File: src/eif_pkg.sv
// =====================================================================
// Shared constants for the two-channel external interrupt filter
// =====================================================================
package eif_pkg;

	// =================================================================
	// Register indices (byte address is four times the index)
	// =================================================================
	localparam logic [11:0] IDX_CTRL2 = 12'hfd9; // Channel 2 control
	localparam logic [11:0] IDX_CTRL3 = 12'hfda; // Channel 3 control
	localparam logic [11:0] IDX_GATE  = 12'hf77; // Per-channel clock gate
	localparam logic [11:0] IDX_MODE  = 12'hfdc; // Operating speed mode
	localparam logic [11:0] IDX_STAT  = 12'hfdd; // Sticky request status
	localparam logic [11:0] IDX_MASK  = 12'hfde; // Interrupt mask

	// =================================================================
	// Field positions
	// =================================================================
	localparam int NC_LSB    = 0; // Sample interval field, two bits
	localparam int ES_LSB    = 2; // Edge select field, two bits
	localparam int LVL_BIT   = 4; // Read-only level flag
	localparam int GATE_LSB  = 2; // Gate bit of channel 2, channel 3 above
	localparam int SLOW_BIT  = 0; // Low-speed mode bit in the mode register
	localparam int NCHAN     = 2; // Channels 2 and 3

	// =================================================================
	// Values after reset
	// =================================================================
	localparam logic [3:0] CTRL_RST = 4'h0;
	localparam logic [1:0] GATE_RST = 2'h0;
	localparam logic       SLOW_RST = 1'b0;
	localparam logic [1:0] STAT_RST = 2'h0;
	localparam logic [1:0] MASK_RST = 2'h0;

	// =================================================================
	// Filter acceptance counts, in sample periods
	// =================================================================
	localparam logic [1:0] NEED_FAST = 2'h3; // Three agreeing samples
	localparam logic [1:0] NEED_SLOW = 2'h2; // Two agreeing samples

	// =================================================================
	// Low-frequency clock, derived from the 40 ns bus clock
	// =================================================================
	localparam int CLK_PERIOD_NS = 40;
	localparam int LF_PERIOD_NS  = 30518; // About 32.768 kHz
	localparam int LF_DIV_CYC    = (LF_PERIOD_NS + CLK_PERIOD_NS / 2) / CLK_PERIOD_NS;

	// Edge selection encodings
	typedef enum logic [1:0] {
		ES_RISE = 2'h0,
		ES_FALL = 2'h1,
		ES_BOTH = 2'h2,
		ES_RSVD = 2'h3
	} eif_edge_t;

endpackage

File: src/eif_chan.sv
`timescale 1ns/1ps
// =====================================================================
// One channel: noise filter, edge selector and level flag
// =====================================================================
module eif_chan (
	input  wire logic               pclk,
	input  wire logic               presetn,
	input  wire logic               gate_en,     // Channel clock running
	input  wire logic               slow_mode,   // Low-speed mode
	input  wire logic               sample_tick, // Filter sample enable
	input  wire eif_pkg::eif_edge_t edge_sel,    // Requested edge kind
	input  wire logic               pin,         // Raw interrupt input
	output logic                    req,         // One-cycle request
	output logic                    level_flag   // Level at last request
);
	import eif_pkg::*;

	typedef struct packed {
		logic [1:0] run;  // Consecutive samples disagreeing with filt
		logic       filt; // Filtered level
		logic       req;  // Request pulse
		logic       lvl;  // Level captured at request
	} eif_chan_st_t;

	eif_chan_st_t s_q, s_d;
	logic [1:0]   need;
	logic         hit;

	// =================================================================
	// Filter and edge qualification
	// =================================================================
	always_comb begin
		s_d     = s_q;
		s_d.req = 1'b0;
		hit     = 1'b0;
		need    = slow_mode ? NEED_SLOW : NEED_FAST;
		if (!gate_en) begin
			// Stopped clock forgets everything
			s_d = '0;
		end else if (sample_tick) begin
			if (pin == s_q.filt) begin
				s_d.run = 2'h0; // Short glitch rejected
			end else if (s_q.run + 2'h1 == need) begin
				s_d.run  = 2'h0;
				s_d.filt = pin;
				// New level compared with the old one
				case (edge_sel)
					ES_RISE: hit = pin;
					ES_FALL: hit = !pin;
					ES_BOTH: hit = 1'b1;
					default: hit = 1'b0;   // Reserved: no request
				endcase
				s_d.req = hit;
				if (hit) begin
					s_d.lvl = pin;
				end
			end else begin
				s_d.run = s_q.run + 2'h1;
			end
		end
	end

	always_ff @(posedge pclk or negedge presetn) begin
		if (!presetn) begin
			s_q <= '0;
		end else begin
			s_q <= s_d;
		end
	end

	assign req        = s_q.req;
	assign level_flag = s_q.lvl;
endmodule // eif_chan

File: src/eif_rate.sv
`timescale 1ns/1ps
// =====================================================================
// Sample rate enables: gear rate taps and low-frequency clock / 4
// =====================================================================
module eif_rate #(
	parameter int LF_DIV = eif_pkg::LF_DIV_CYC // Bus cycles per slow period
) (
	input  wire logic       pclk,
	input  wire logic       presetn,
	output logic [3:0]      gear_tick,  // Gear / 1, / 4, / 8, / 16
	output logic            lf4_tick    // Low-frequency clock / 4
);
	import eif_pkg::*;

	localparam int LFW = $clog2(LF_DIV);

	// A divide of one would make the slow rate equal the bus rate
	initial begin
		if (LF_DIV < 2) $error("LF_DIV must be at least 2");
	end

	typedef struct packed {
		logic [3:0]     gcnt; // Free gear prescaler
		logic [LFW-1:0] lcnt; // Slow clock divider
		logic [1:0]     q4;   // Slow periods within one sample
	} eif_rate_st_t;

	eif_rate_st_t s_q, s_d;
	logic         lf_pulse;

	// =================================================================
	// Divider chain
	// =================================================================
	always_comb begin
		s_d      = s_q;
		lf_pulse = (s_q.lcnt == LFW'(LF_DIV - 1));
		s_d.gcnt = s_q.gcnt + 4'h1;
		if (lf_pulse) begin
			s_d.lcnt = '0;
			s_d.q4   = s_q.q4 + 2'h1;
		end else begin
			s_d.lcnt = s_q.lcnt + LFW'(1);
		end
	end

	always_ff @(posedge pclk or negedge presetn) begin
		if (!presetn) begin
			s_q <= '0;
		end else begin
			s_q <= s_d;
		end
	end

	// Tap decode: gear, gear/4, gear/8, gear/16
	assign gear_tick[0] = 1'b1;
	assign gear_tick[1] = (s_q.gcnt[1:0] == 2'h3);
	assign gear_tick[2] = (s_q.gcnt[2:0] == 3'h7);
	assign gear_tick[3] = (s_q.gcnt == 4'hf);
	assign lf4_tick     = lf_pulse && (s_q.q4 == 2'h3);
endmodule // eif_rate

File: src/eif_top.sv
`timescale 1ns/1ps
// What this block does
// - Two independent channels, each own control register
// - Level flag: zero at reset or gate off, else last level
// - Select 00 requests on filtered rising edges
// - Select 01 requests on filtered falling edges
// - Select 10 both edges; 11 is reserved
// - Fast modes sample at gear / 1, 4, 8, 16
// - Slow modes sample at low clock / 4
// - Control bits 7 to 5 read zero
// - Mode changes may cause stray requests
// - Control writes may cause stray requests
// - Gate off stops channel, clears its control
// - Level flag updated at every request
// - Fast: reject under two, accept over three samples
// - Slow: reject under four, accept over eight periods
module eif_top #(
	parameter int ADDR_W = 16,                 // APB address width
	parameter int LF_DIV = eif_pkg::LF_DIV_CYC // Bus cycles per slow period
) (
	input  wire logic              pclk,
	input  wire logic              presetn,
	input  wire logic              psel,
	input  wire logic              penable,
	input  wire logic              pwrite,
	input  wire logic [ADDR_W-1:0] paddr,
	input  wire logic [31:0]       pwdata,
	output logic [31:0]            prdata,
	output logic                   pready,
	output logic                   pslverr,
	input  wire logic              ext_irq_pin_two,
	input  wire logic              ext_irq_pin_three,
	output logic                   chan2_req,
	output logic                   chan3_req,
	output logic                   irq
);
	import eif_pkg::*;

	// The highest index needs fourteen address bits
	initial begin
		if (ADDR_W < 14 || ADDR_W > 32) $error("ADDR_W must be 14 to 32");
	end

	// =================================================================
	// Register state
	// =================================================================
	typedef struct packed {
		logic [NCHAN-1:0][3:0] ctrl;   // Edge select and sample interval
		logic [NCHAN-1:0]      gate;   // Channel clock gate bits
		logic                  slow;   // Low-speed mode selected
		logic [NCHAN-1:0]      status; // Sticky request bits
		logic [NCHAN-1:0]      mask;   // Interrupt enables
		logic                  irq;    // Registered interrupt line
		logic [31:0]           rdata;  // Read data captured in setup
	} eif_top_st_t;

	eif_top_st_t s_q, s_d;

	// Bus decode helpers
	logic [ADDR_W-3:0] word;      // Word index of the access
	logic              aligned;   // Low address bits zero
	logic              hit_ctrl2; // Channel 2 control selected
	logic              hit_ctrl3; // Channel 3 control selected
	logic              hit_gate;  // Clock gate register selected
	logic              hit_mode;  // Mode register selected
	logic              hit_stat;  // Status register selected
	logic              hit_mask;  // Mask register selected
	logic              mapped;    // Any register selected
	logic              setup;     // APB setup cycle
	logic              wr_acc;    // Write access phase
	logic [31:0]       rd_mux;    // Read value before capture

	// Per-channel wires and shared rate taps
	logic [NCHAN-1:0]  pin;        // Raw inputs
	logic [NCHAN-1:0]  req;        // One-cycle requests
	logic [NCHAN-1:0]  level_flag; // Captured levels
	logic [NCHAN-1:0]  sample_tick;// Per-channel sample enable
	logic [3:0]        gear_tick;  // Gear rate taps
	logic              lf4_tick;   // Slow rate tap

	assign pin = {ext_irq_pin_three, ext_irq_pin_two};

	// =================================================================
	// Address decode
	// =================================================================
	assign word      = paddr[ADDR_W-1:2];
	assign aligned   = (paddr[1:0] == 2'h0);
	assign hit_ctrl2 = aligned && (word == (ADDR_W-2)'(IDX_CTRL2));
	assign hit_ctrl3 = aligned && (word == (ADDR_W-2)'(IDX_CTRL3));
	assign hit_gate  = aligned && (word == (ADDR_W-2)'(IDX_GATE));
	assign hit_mode  = aligned && (word == (ADDR_W-2)'(IDX_MODE));
	assign hit_stat  = aligned && (word == (ADDR_W-2)'(IDX_STAT));
	assign hit_mask  = aligned && (word == (ADDR_W-2)'(IDX_MASK));
	assign mapped    = hit_ctrl2 | hit_ctrl3 | hit_gate | hit_mode | hit_stat | hit_mask;
	assign setup     = psel && !penable;
	assign wr_acc    = psel && penable && pwrite;

	// =================================================================
	// Read multiplexer
	// =================================================================
	// Control words carry the live level flag; upper bits stay zero
	always_comb begin
		rd_mux = 32'h0;
		if (hit_ctrl2) begin
			rd_mux[LVL_BIT]  = level_flag[0];
			rd_mux[3:0]      = s_q.ctrl[0];
		end else if (hit_ctrl3) begin
			rd_mux[LVL_BIT]  = level_flag[1];
			rd_mux[3:0]      = s_q.ctrl[1];
		end else if (hit_gate) begin
			rd_mux[GATE_LSB +: NCHAN] = s_q.gate;
		end else if (hit_mode) begin
			rd_mux[SLOW_BIT] = s_q.slow;
		end else if (hit_stat) begin
			rd_mux[NCHAN-1:0] = s_q.status;
		end else if (hit_mask) begin
			rd_mux[NCHAN-1:0] = s_q.mask;
		end else begin
			rd_mux = 32'h0; // Unmapped reads as zero
		end
	end

	// =================================================================
	// Next-state logic for registers
	// =================================================================
	always_comb begin
		s_d = s_q;

		// Read data is frozen in setup so prdata comes from a flop
		if (setup) begin
			s_d.rdata = rd_mux;
		end

		// Register writes land on the access edge
		if (wr_acc) begin
			if (hit_gate) begin
				s_d.gate = pwdata[GATE_LSB +: NCHAN];
			end
			if (hit_mode) begin
				s_d.slow = pwdata[SLOW_BIT];
			end
			if (hit_mask) begin
				s_d.mask = pwdata[NCHAN-1:0];
			end
			// Control writes are lost while the channel clock is off
			if (hit_ctrl2 && s_q.gate[0]) begin
				s_d.ctrl[0] = pwdata[3:0];
			end
			if (hit_ctrl3 && s_q.gate[1]) begin
				s_d.ctrl[1] = pwdata[3:0];
			end
		end

		// A stopped channel clock invalidates its control contents
		for (int i = 0; i < NCHAN; i++) begin
			if (!s_d.gate[i]) begin
				s_d.ctrl[i] = CTRL_RST;
			end
		end

		// Write one to clear; a request in the same cycle wins
		if (wr_acc && hit_stat) begin
			s_d.status = s_q.status & ~pwdata[NCHAN-1:0];
		end
		s_d.status = s_d.status | req;

		// Interrupt line follows status and mask without lag
		s_d.irq = |(s_d.status & s_d.mask);
	end

	// =================================================================
	// State register
	// =================================================================
	always_ff @(posedge pclk or negedge presetn) begin
		if (!presetn) begin
			s_q.ctrl   <= {NCHAN{CTRL_RST}};
			s_q.gate   <= GATE_RST;
			s_q.slow   <= SLOW_RST;
			s_q.status <= STAT_RST;
			s_q.mask   <= MASK_RST;
			s_q.irq    <= 1'b0;
			s_q.rdata  <= 32'h0;
		end else begin
			s_q <= s_d;
		end
	end

	// =================================================================
	// Bus answers
	// =================================================================
	// Zero wait states: every access completes in its first access cycle
	assign pready  = 1'b1;
	assign pslverr = psel && penable && !mapped;
	assign prdata  = s_q.rdata;
	assign irq     = s_q.irq;

	// =================================================================
	// Sample rate generator shared by both channels
	// =================================================================
	eif_rate #(
		.LF_DIV (LF_DIV)
	) u_rate (
		.pclk      (pclk),
		.presetn   (presetn),
		.gear_tick (gear_tick),
		.lf4_tick  (lf4_tick)
	);

	// =================================================================
	// Channels
	// =================================================================
	// Mode switches change the rate mid-filter, which may fire a stray
	// request; software masks the interrupt around such switches
	for (genvar g = 0; g < NCHAN; g++) begin : g_chan
		// Slow mode ignores the interval field entirely
		assign sample_tick[g] = s_q.slow ? lf4_tick
			: gear_tick[s_q.ctrl[g][NC_LSB +: 2]];

		eif_chan u_chan (
			.pclk        (pclk),
			.presetn     (presetn),
			.gate_en     (s_q.gate[g]),
			.slow_mode   (s_q.slow),
			.sample_tick (sample_tick[g]),
			.edge_sel    (eif_edge_t'(s_q.ctrl[g][ES_LSB +: 2])),
			.pin         (pin[g]),
			.req         (req[g]),
			.level_flag  (level_flag[g])
		);
	end

	assign chan2_req = req[0];
	assign chan3_req = req[1];
endmodule // eif_top

File: config.mk
export PLATFORM = sky130hd
export DESIGN_NAME = eif_top
export DESIGN_NICKNAME = d
export VERILOG_FILES = /design/src/eif_pkg.sv /design/src/eif_chan.sv /design/src/eif_rate.sv /design/src/eif_top.sv
export SDC_FILE = /design/constraint.sdc
export NUM_CORES = 1
export LEC_CHECK = 0
export BUFFER_PORTS_ARGS = -buffer_cell sky130_fd_sc_hd__buf_2
export CAP_MARGIN = 20
export CORE_MARGIN = 10
export CORE_UTILIZATION = 30
export DETAILED_ROUTE_END_ITERATION = 8
export PLACE_DENSITY_LB_ADDON = 0.15
export REMOVE_ABC_BUFFERS = 1
export SETUP_SLACK_MARGIN = 0.05
export SYNTH_ARGS = -nofsm -noshare
export SYNTH_HDL_FRONTEND = slang
export SYNTH_HIERARCHICAL = 1
export SYNTH_SLANG_ARGS = --single-unit
File: constraint.sdc
create_clock -name pclk -period 3.1 [get_ports pclk]
set_input_delay 0.155 -clock pclk [delete_from_list [all_inputs] [get_ports pclk]]
set_output_delay 0.155 -clock pclk [all_outputs]
set_load 0.01 [all_outputs]
==> out/metrics.cfg, run 1 <==
[outcome]
status = finished clean

[clocking]
cts_tree = done
tritoncts_num_sinks = 47
clock_insertion_delay_worst_skew_ns = 0.30
clkSlewWorstSetupHoldPaths_ns = 0.09
number_of_buffers_created_by_cts = 5
clockBufferDepth = 2
cts_htree_levels = 2
clock_tree.root_cell = sky130_fd_sc_hd__clkbuf_8

[grt]
maximum_number_of_pins_on_one_net_before_global_route_repair = 32
grt_antenna_before_repair = 0
grt_pass1_vias = 2254
grt_first_pass_wirelength_mm = 11.1
globalRoute.totalOverflow = 0
grt_util_all_layers_pct = 9.32

[floorplan]
initial_utilization_pct = 30.6
die_height_um = 119
die_width_um = 119
die_area_mm2 = 0.0142
io-pin-count = 92
rows = 36
core_mm2 = 0.00968

[setup_path]
timing_worst_setup_path_type = reg2reg
cp_cell_sequence = inv_1, ha_1, nand4b_1, nor3b_2, and2b_1, and2_2, nand2_1, o21ai_0, nand4b_1, a211oi_1, a311o_1
type_of_element_launching_the_critical_path = register
critical_path.most_common_cell = sky130_fd_sc_hd__nand4b_1
endpoint_kind = register
crit_fanout = 8
cp_data_arrival_time_ns = 2.85
cp_max_delay_cell = sky130_fd_sc_hd__dfrtp_1
worst_setup_path_startpoint = u_rate/s_q[2]
worst_path_largest_cell_delay_ns = 0.43
crit-reg2reg-launch = u_rate/s_q[2]
worstPathRequired_ns = 3.34

[routing]
postRouteWirelength_mm = 6.46
wl_per_cell_um = 14.0
dr.pass1.iters = 4
ant_nets = 0
route.vias.total = 2118
drc_errors = 0
route.detailed.vias_per_inst = 4.60
drt_iter0_markers = 102

[cells_and_area]
layoutNonFillerInstCount = 460
antenna_cells_inserted = 0
layout.filler_cells = 995
commonest_non_fill_non_tap_cells_in_the_layout = sky130_fd_sc_hd__dfrtp_1 (47), sky130_fd_sc_hd__buf_2 (35), sky130_fd_sc_hd__conb_1 (29), sky130_fd_sc_hd__nand2_1 (22), sky130_fd_sc_hd__inv_1 (21)
nets = 386
layout.cells.most_common = sky130_fd_sc_hd__dfrtp_1
areaGrowthSynthToFinish_pct = 9.26
drive_above_1_share_pct = 20.2

[timing]
fin_worst_skew_ns = 0.00806
setup_violations = 0
rsz_0062_raised_after_global_routing = false
slew_margin_rel_pct = 42.6
max_slew.worst_pin.slew_ns = 0.852
final.setup.tns_ns = 0
timing_max_transition_violations_final = 0
finalWorstPathRequiredPeriod_ns = 2.61
achievable-frequency_ghz = 0.384
final_period_utilization_pct = 84.1
timing.final.hold_violations = 0
finalHoldWorstSlack_ns = 0.128

[power_and_ir_drop]
finalPower_w = 0.00108
ir_drop_mv = 0.136
power.leakage_nw = 1.49
cellPowerDensity_mw_per_mm2 = 332

[synth]
synthesis.instances = 292
synth.distinct_cells = 60
synth_edf_count = 0
post_synth_main_area_contributors = sky130_fd_sc_hd__dfrtp_1 (40%), sky130_fd_sc_hd__buf_4 (8.6%), sky130_fd_sc_hd__mux2i_1 (3.4%)
synth_area_leader_cell = sky130_fd_sc_hd__dfrtp_1
yosys_warnings = 6
synthesis.area_mm2 = 0.00296
synth_top_area_share_pct = 39.7
synth-async-reset-ratio_pct = 100
dominantRegCellSynth = sky130_fd_sc_hd__dfrtp_1
syn_avg_cell_area_um2 = 10.1
post_synthesis_register_bit_count = 47
synth-seq-area-share_pct = 39.7

[worst_hold_path]
min_path_type = in2reg
worstHoldStart = pwdata[1]

[place]
dpl.hpwl_mm = 5.02
gp_routability_congestion = 0.712
portBuffers = 35
dpl.cell_count = 451

[run]
max-cap-violations = 0

==> stage by stage <==
stage	instance area, um^2	setup slack (ns)	utilization, %
detailed placement	3140	0.497	32.4
CTS	3230	0.457	33.4
global placement	3140	0.489	32.4
floorplan	2780	0.713	-
finish	3230	0.493	33.4
global route	3230	0.105	33.4
==> cell usage after synthesis (3+ instances only) <==
| library cell | instances |
|---|---|
| sky130_fd_sc_hd__mux2_2 | 4 |
| sky130_fd_sc_hd__nor4_4 | 4 |
| sky130_fd_sc_hd__nor2b_1 | 3 |
| sky130_fd_sc_hd__a31oi_1 | 4 |
| sky130_fd_sc_hd__nor3_1 | 5 |
| sky130_fd_sc_hd__a311o_1 | 3 |
| sky130_fd_sc_hd__conb_1 | 3 |
| sky130_fd_sc_hd__o31ai_1 | 3 |
| sky130_fd_sc_hd__nor2_1 | 16 |
| sky130_fd_sc_hd__xnor2_1 | 3 |
| sky130_fd_sc_hd__inv_1 | 21 |
| sky130_fd_sc_hd__a21oi_1 | 7 |
| sky130_fd_sc_hd__a211oi_1 | 4 |
| sky130_fd_sc_hd__o21ai_0 | 10 |
| sky130_fd_sc_hd__mux2i_1 | 10 |
| sky130_fd_sc_hd__a22oi_1 | 3 |
| sky130_fd_sc_hd__dfrtp_1 | 47 |
| sky130_fd_sc_hd__nor3b_1 | 3 |
| sky130_fd_sc_hd__nand2_1 | 22 |
| sky130_fd_sc_hd__nand4b_1 | 3 |
| sky130_fd_sc_hd__buf_4 | 34 |
| sky130_fd_sc_hd__nand4_1 | 4 |
| sky130_fd_sc_hd__nand3_1 | 13 |
| sky130_fd_sc_hd__ha_1 | 5 |
| sky130_fd_sc_hd__a22o_1 | 4 |
| sky130_fd_sc_hd__nand4bb_1 | 6 |
| sky130_fd_sc_hd__xor2_1 | 8 |
==> power breakdown <==
| part | switching [W] | total [W] | internal (W) |
|---|---|---|---|
| Combinational | 0.0000635 | 0.0000920 | 0.0000285 |
| Clock | 0.000216 | 0.000371 | 0.000155 |
| Sequential | 0.0000000159 | 0.000612 | 0.000612 |
==> cell type report <==
type	count	area (um^2)	area share, %
inverter	21	78.8	2.44
tap	133	166	5.15
clock buffer	5	68.8	2.13
multi-input combinational	213	1530	47.3
sequential	47	1180	36.4
clock inverter	3	15.0	0.464
timing repair buffer	38	200	6.19
==> routing by layer <==
layer  track usage (%)  vias to the layer above  share of wire (%)  wire length (um)
met3              2.27                        7                3.3               216
li1                  -                     1062                  -                 -
met2              15.5                       25                 48              3100
met5                 0                        -                  0                 0
met4              2.71                        0                1.1                68
met1              11.7                     1024                 48              3070
==> what timing repair did <==
action	4_1_cts	5_1_grt
hold buffers	1	0
resized for setup	0	0
setup buffers	0	0
endpoints found under the hold margin	30	0
==> cell families (layout without fill, tap and decap cells) <==
group | count (synthesis) | in the layout | synth area share (%)
flops | 47 | 47 | 39.7
fa+ha+maj | 5 | 5 | 2.11
simple gates | 102 | 102 | 24.1
buf+inv | 58 | 67 | 11.9
other cells | 3 | 29 | 0.380
mux | 17 | 17 | 6.93
xor+xnor | 11 | 11 | 3.25
compound gates | 49 | 49 | 11.6
==> critical path: cells and delay by family (launching register included) <==
kind / cells / cell delay, ns
compound gates: 3 / 0.81
buf+inv: 1 / 0.07
fa+ha+maj: 1 / 0.15
flops: 1 / 0.43
simple gates: 6 / 1.06
==> path summary, 6_finish.rpt <==
check | to | slack [ns] | depth (start not counted)
worst max-delay path | g_chan[1].u_chan/level_flag | 0.49 | 11
worst min-delay path | s_q[45] | 0.13 | 3
worst max register to register | g_chan[1].u_chan/level_flag | 0.49 | 11
worst min register to register | u_rate/s_q[12] | 0.45 | 1
max in group asynchronous | s_q[35] | 1.95 | 3
min in group asynchronous | prdata[0] | 0.42 | 2
==> flip-flops by register name (all words and copies together) (netlist names) <==
signal	cells
g_chan.u_chan/req	2
u_rate/s_q	16
g_chan.u_chan/s_q	6
g_chan.u_chan/level_flag	2
prdata	5
irq	1
s_q	15
No activity file was read; power rests on OpenSTA's default activity.
==> inputs of run 2 (changes only) <==
Clock period 3.1 ns to 2.1 ns, I/O delays scaled along.
==> out/metrics.cfg, run 2 (same netlist as run 1, synthesis figures left out) <==
[floorplan]
die_height_um = 119
die_width_um = 119
io-pin-count = 92
initial_utilization_pct = 30.6
core_mm2 = 0.00968
die_area_mm2 = 0.0142
rows = 36

[clocking]
number_of_buffers_created_by_cts = 5
cts_tree = done
tritoncts_num_sinks = 47
clock_insertion_delay_worst_skew_ns = 0.30
clkSlewWorstSetupHoldPaths_ns = 0.09
cts_htree_levels = 2
clockBufferDepth = 2
clock_tree.root_cell = sky130_fd_sc_hd__clkbuf_8

[routing]
drt_iter0_markers = 109
drc_errors = 0
route.detailed.vias_per_inst = 4.51
ant_nets = 0
dr.pass1.iters = 4
route.vias.total = 2213
wl_per_cell_um = 13.5
postRouteWirelength_mm = 6.63

[grt]
grtUsageMet3_pct = 2.36
grt_antenna_before_repair = 0
grt_most_used_layer = met2
grt_util_all_layers_pct = 9.36
met2_usage_pct = 16.7
globalRoute.totalOverflow = 0
grt_pass1_vias = 2331
global_route.usage.met1_pct = 10.9
maximum_number_of_pins_on_one_net_before_global_route_repair = 31
grt_first_pass_wirelength_mm = 11.2

[setup_path]
timing.critical_path.buf_inv = 2
endpoint_kind = register
cp_max_delay_cell = sky130_fd_sc_hd__mux4_2
worstPathRequired_ns = 2.29
worst_path_largest_cell_delay_ns = 0.46
timing_worst_setup_path_type = reg2reg
crit_fanout = 6
cp_data_arrival_time_ns = 2.31
cp_cell_sequence = ha_2, ha_1, mux4_2, inv_2, o21ai_4, buf_4, nand4bb_1, a211oi_2, a311o_1
path_delay_family = multiplexers
type_of_element_launching_the_critical_path = register

[cells_and_area]
nets = 417
areaGrowthSynthToFinish_pct = 22.5
biggest_register = u_rate/s_q
flip_flop_count_of_the_largest_register_after_layout = 16
layout_top_registers = u_rate/s_q: 16 flops, s_q: 15 flops, g_chan.u_chan/s_q: 6 flops
drive_above_1_share_pct = 32.7
antenna_cells_inserted = 0
final_core_utilization_pct = 37.5
layout.cells.most_common = sky130_fd_sc_hd__dfrtp_1
design_area_mm2 = 0.00363
commonest_non_fill_non_tap_cells_in_the_layout = sky130_fd_sc_hd__dfrtp_1 (47), sky130_fd_sc_hd__buf_2 (35), sky130_fd_sc_hd__buf_4 (31), sky130_fd_sc_hd__conb_1 (29), sky130_fd_sc_hd__nand2_1 (21)

[outcome]
status = complete, but fails checks
violations = setup timing

[place]
portBuffers = 35
gp_routability_congestion = 0.731
post-place-ws_ns = -0.216
dpl.hpwl_mm = 5.28
placedInstanceArea_mm2 = 0.00331

[worst_hold_path]
min_path_type = in2reg

[timing]
rsz_0062_raised_after_global_routing = true
finalWorstPathRequiredPeriod_ns = 2.13
setup_violations = 2
fin_ws_ns = -0.0263
final_period_utilization_pct = 101
max_slew.worst_pin.slew_ns = 0.663
slew_margin_rel_pct = 55.8
fin_worst_skew_ns = 0.00262
timing_max_transition_violations_final = 0
finalHoldWorstSlack_ns = 0.0763
achievable-frequency_ghz = 0.470
timing.final.hold_violations = 0

[power_and_ir_drop]
ir_drop_mv = 0.349
cellPowerDensity_mw_per_mm2 = 480
power.leakage_nw = 1.69

[run]
max-cap-violations = 0

[run 2: cell types whose count changed in the layout (fill, tap and decap cells not counted), sizes merged]
cell,change
clkbuf,+1
bufinv,+1
buf,+31
clkinv,-2
[run 2: worst min-delay path: cells and delay by family]
kind	cells	cell delay, ns
and+or+nand+nor	1	0.05
buffers and inverters	1	0.13
muxes	1	0.05
[run 2: stage by stage]
stage             TNS, ns  total power [W]  instances
2_1_floorplan       -1.39         0.000988        281
3_5_place_dp       -0.962          0.00106        474
4_1_cts        -0.0000266          0.00178        490
6_report          -0.0418          0.00174        491
5_1_grt            -0.913          0.00183        491
3_3_place_gp       -0.799          0.00106        474
[run 2: metal layers]
metal	vias up	wire length, um
met4	0	51
li1	1124	-
met1	1052	2800
met2	31	3520
met3	6	262
met5	-	0
[run 2: final cells by class]
cell class	instances	area [um^2]
fill	982	6060
multi-input combinational	213	1650
sequential	47	1180
timing repair buffer	69	440
tap	133	166
clock buffer	6	82.6
inverter	21	78.8
clock inverter	2	35.0
[run 2: final timing paths]
check | cells after the start | slack [ns] | startpoint | endpoint
hold reg to reg | 1 | 0.48 | u_rate/s_q[0] | u_rate/s_q[0]
hold / removal | 3 | 0.08 | pwdata[1] | s_q[45]
max in group asynchronous | 3 | 1.13 | presetn | u_rate/s_q[14]
setup reg to reg | 9 | -0.03 | u_rate/s_q[13] | g_chan[0].u_chan/level_flag
setup / recovery | 9 | -0.03 | u_rate/s_q[13] | g_chan[0].u_chan/level_flag
min in group asynchronous | 2 | 0.37 | presetn | prdata[0]
[run 2: where the power goes]
part	switching (W)	internal (W)	total, W
clock	0.000305	0.000385	0.000691
combinational	0.0000961	0.0000506	0.000147
sequential	0.0000000196	0.000904	0.000904
[run 2: timing repair]
item                                   in CTS  in global routing
hold buffers                                1                  0
pin swaps                                   8                 13
resized for setup                          18                 12
buffers inserted                            7                  3
cloned                                      0                  0
endpoints found under the hold margin      28                  0
setup endpoints to repair                  10                 12
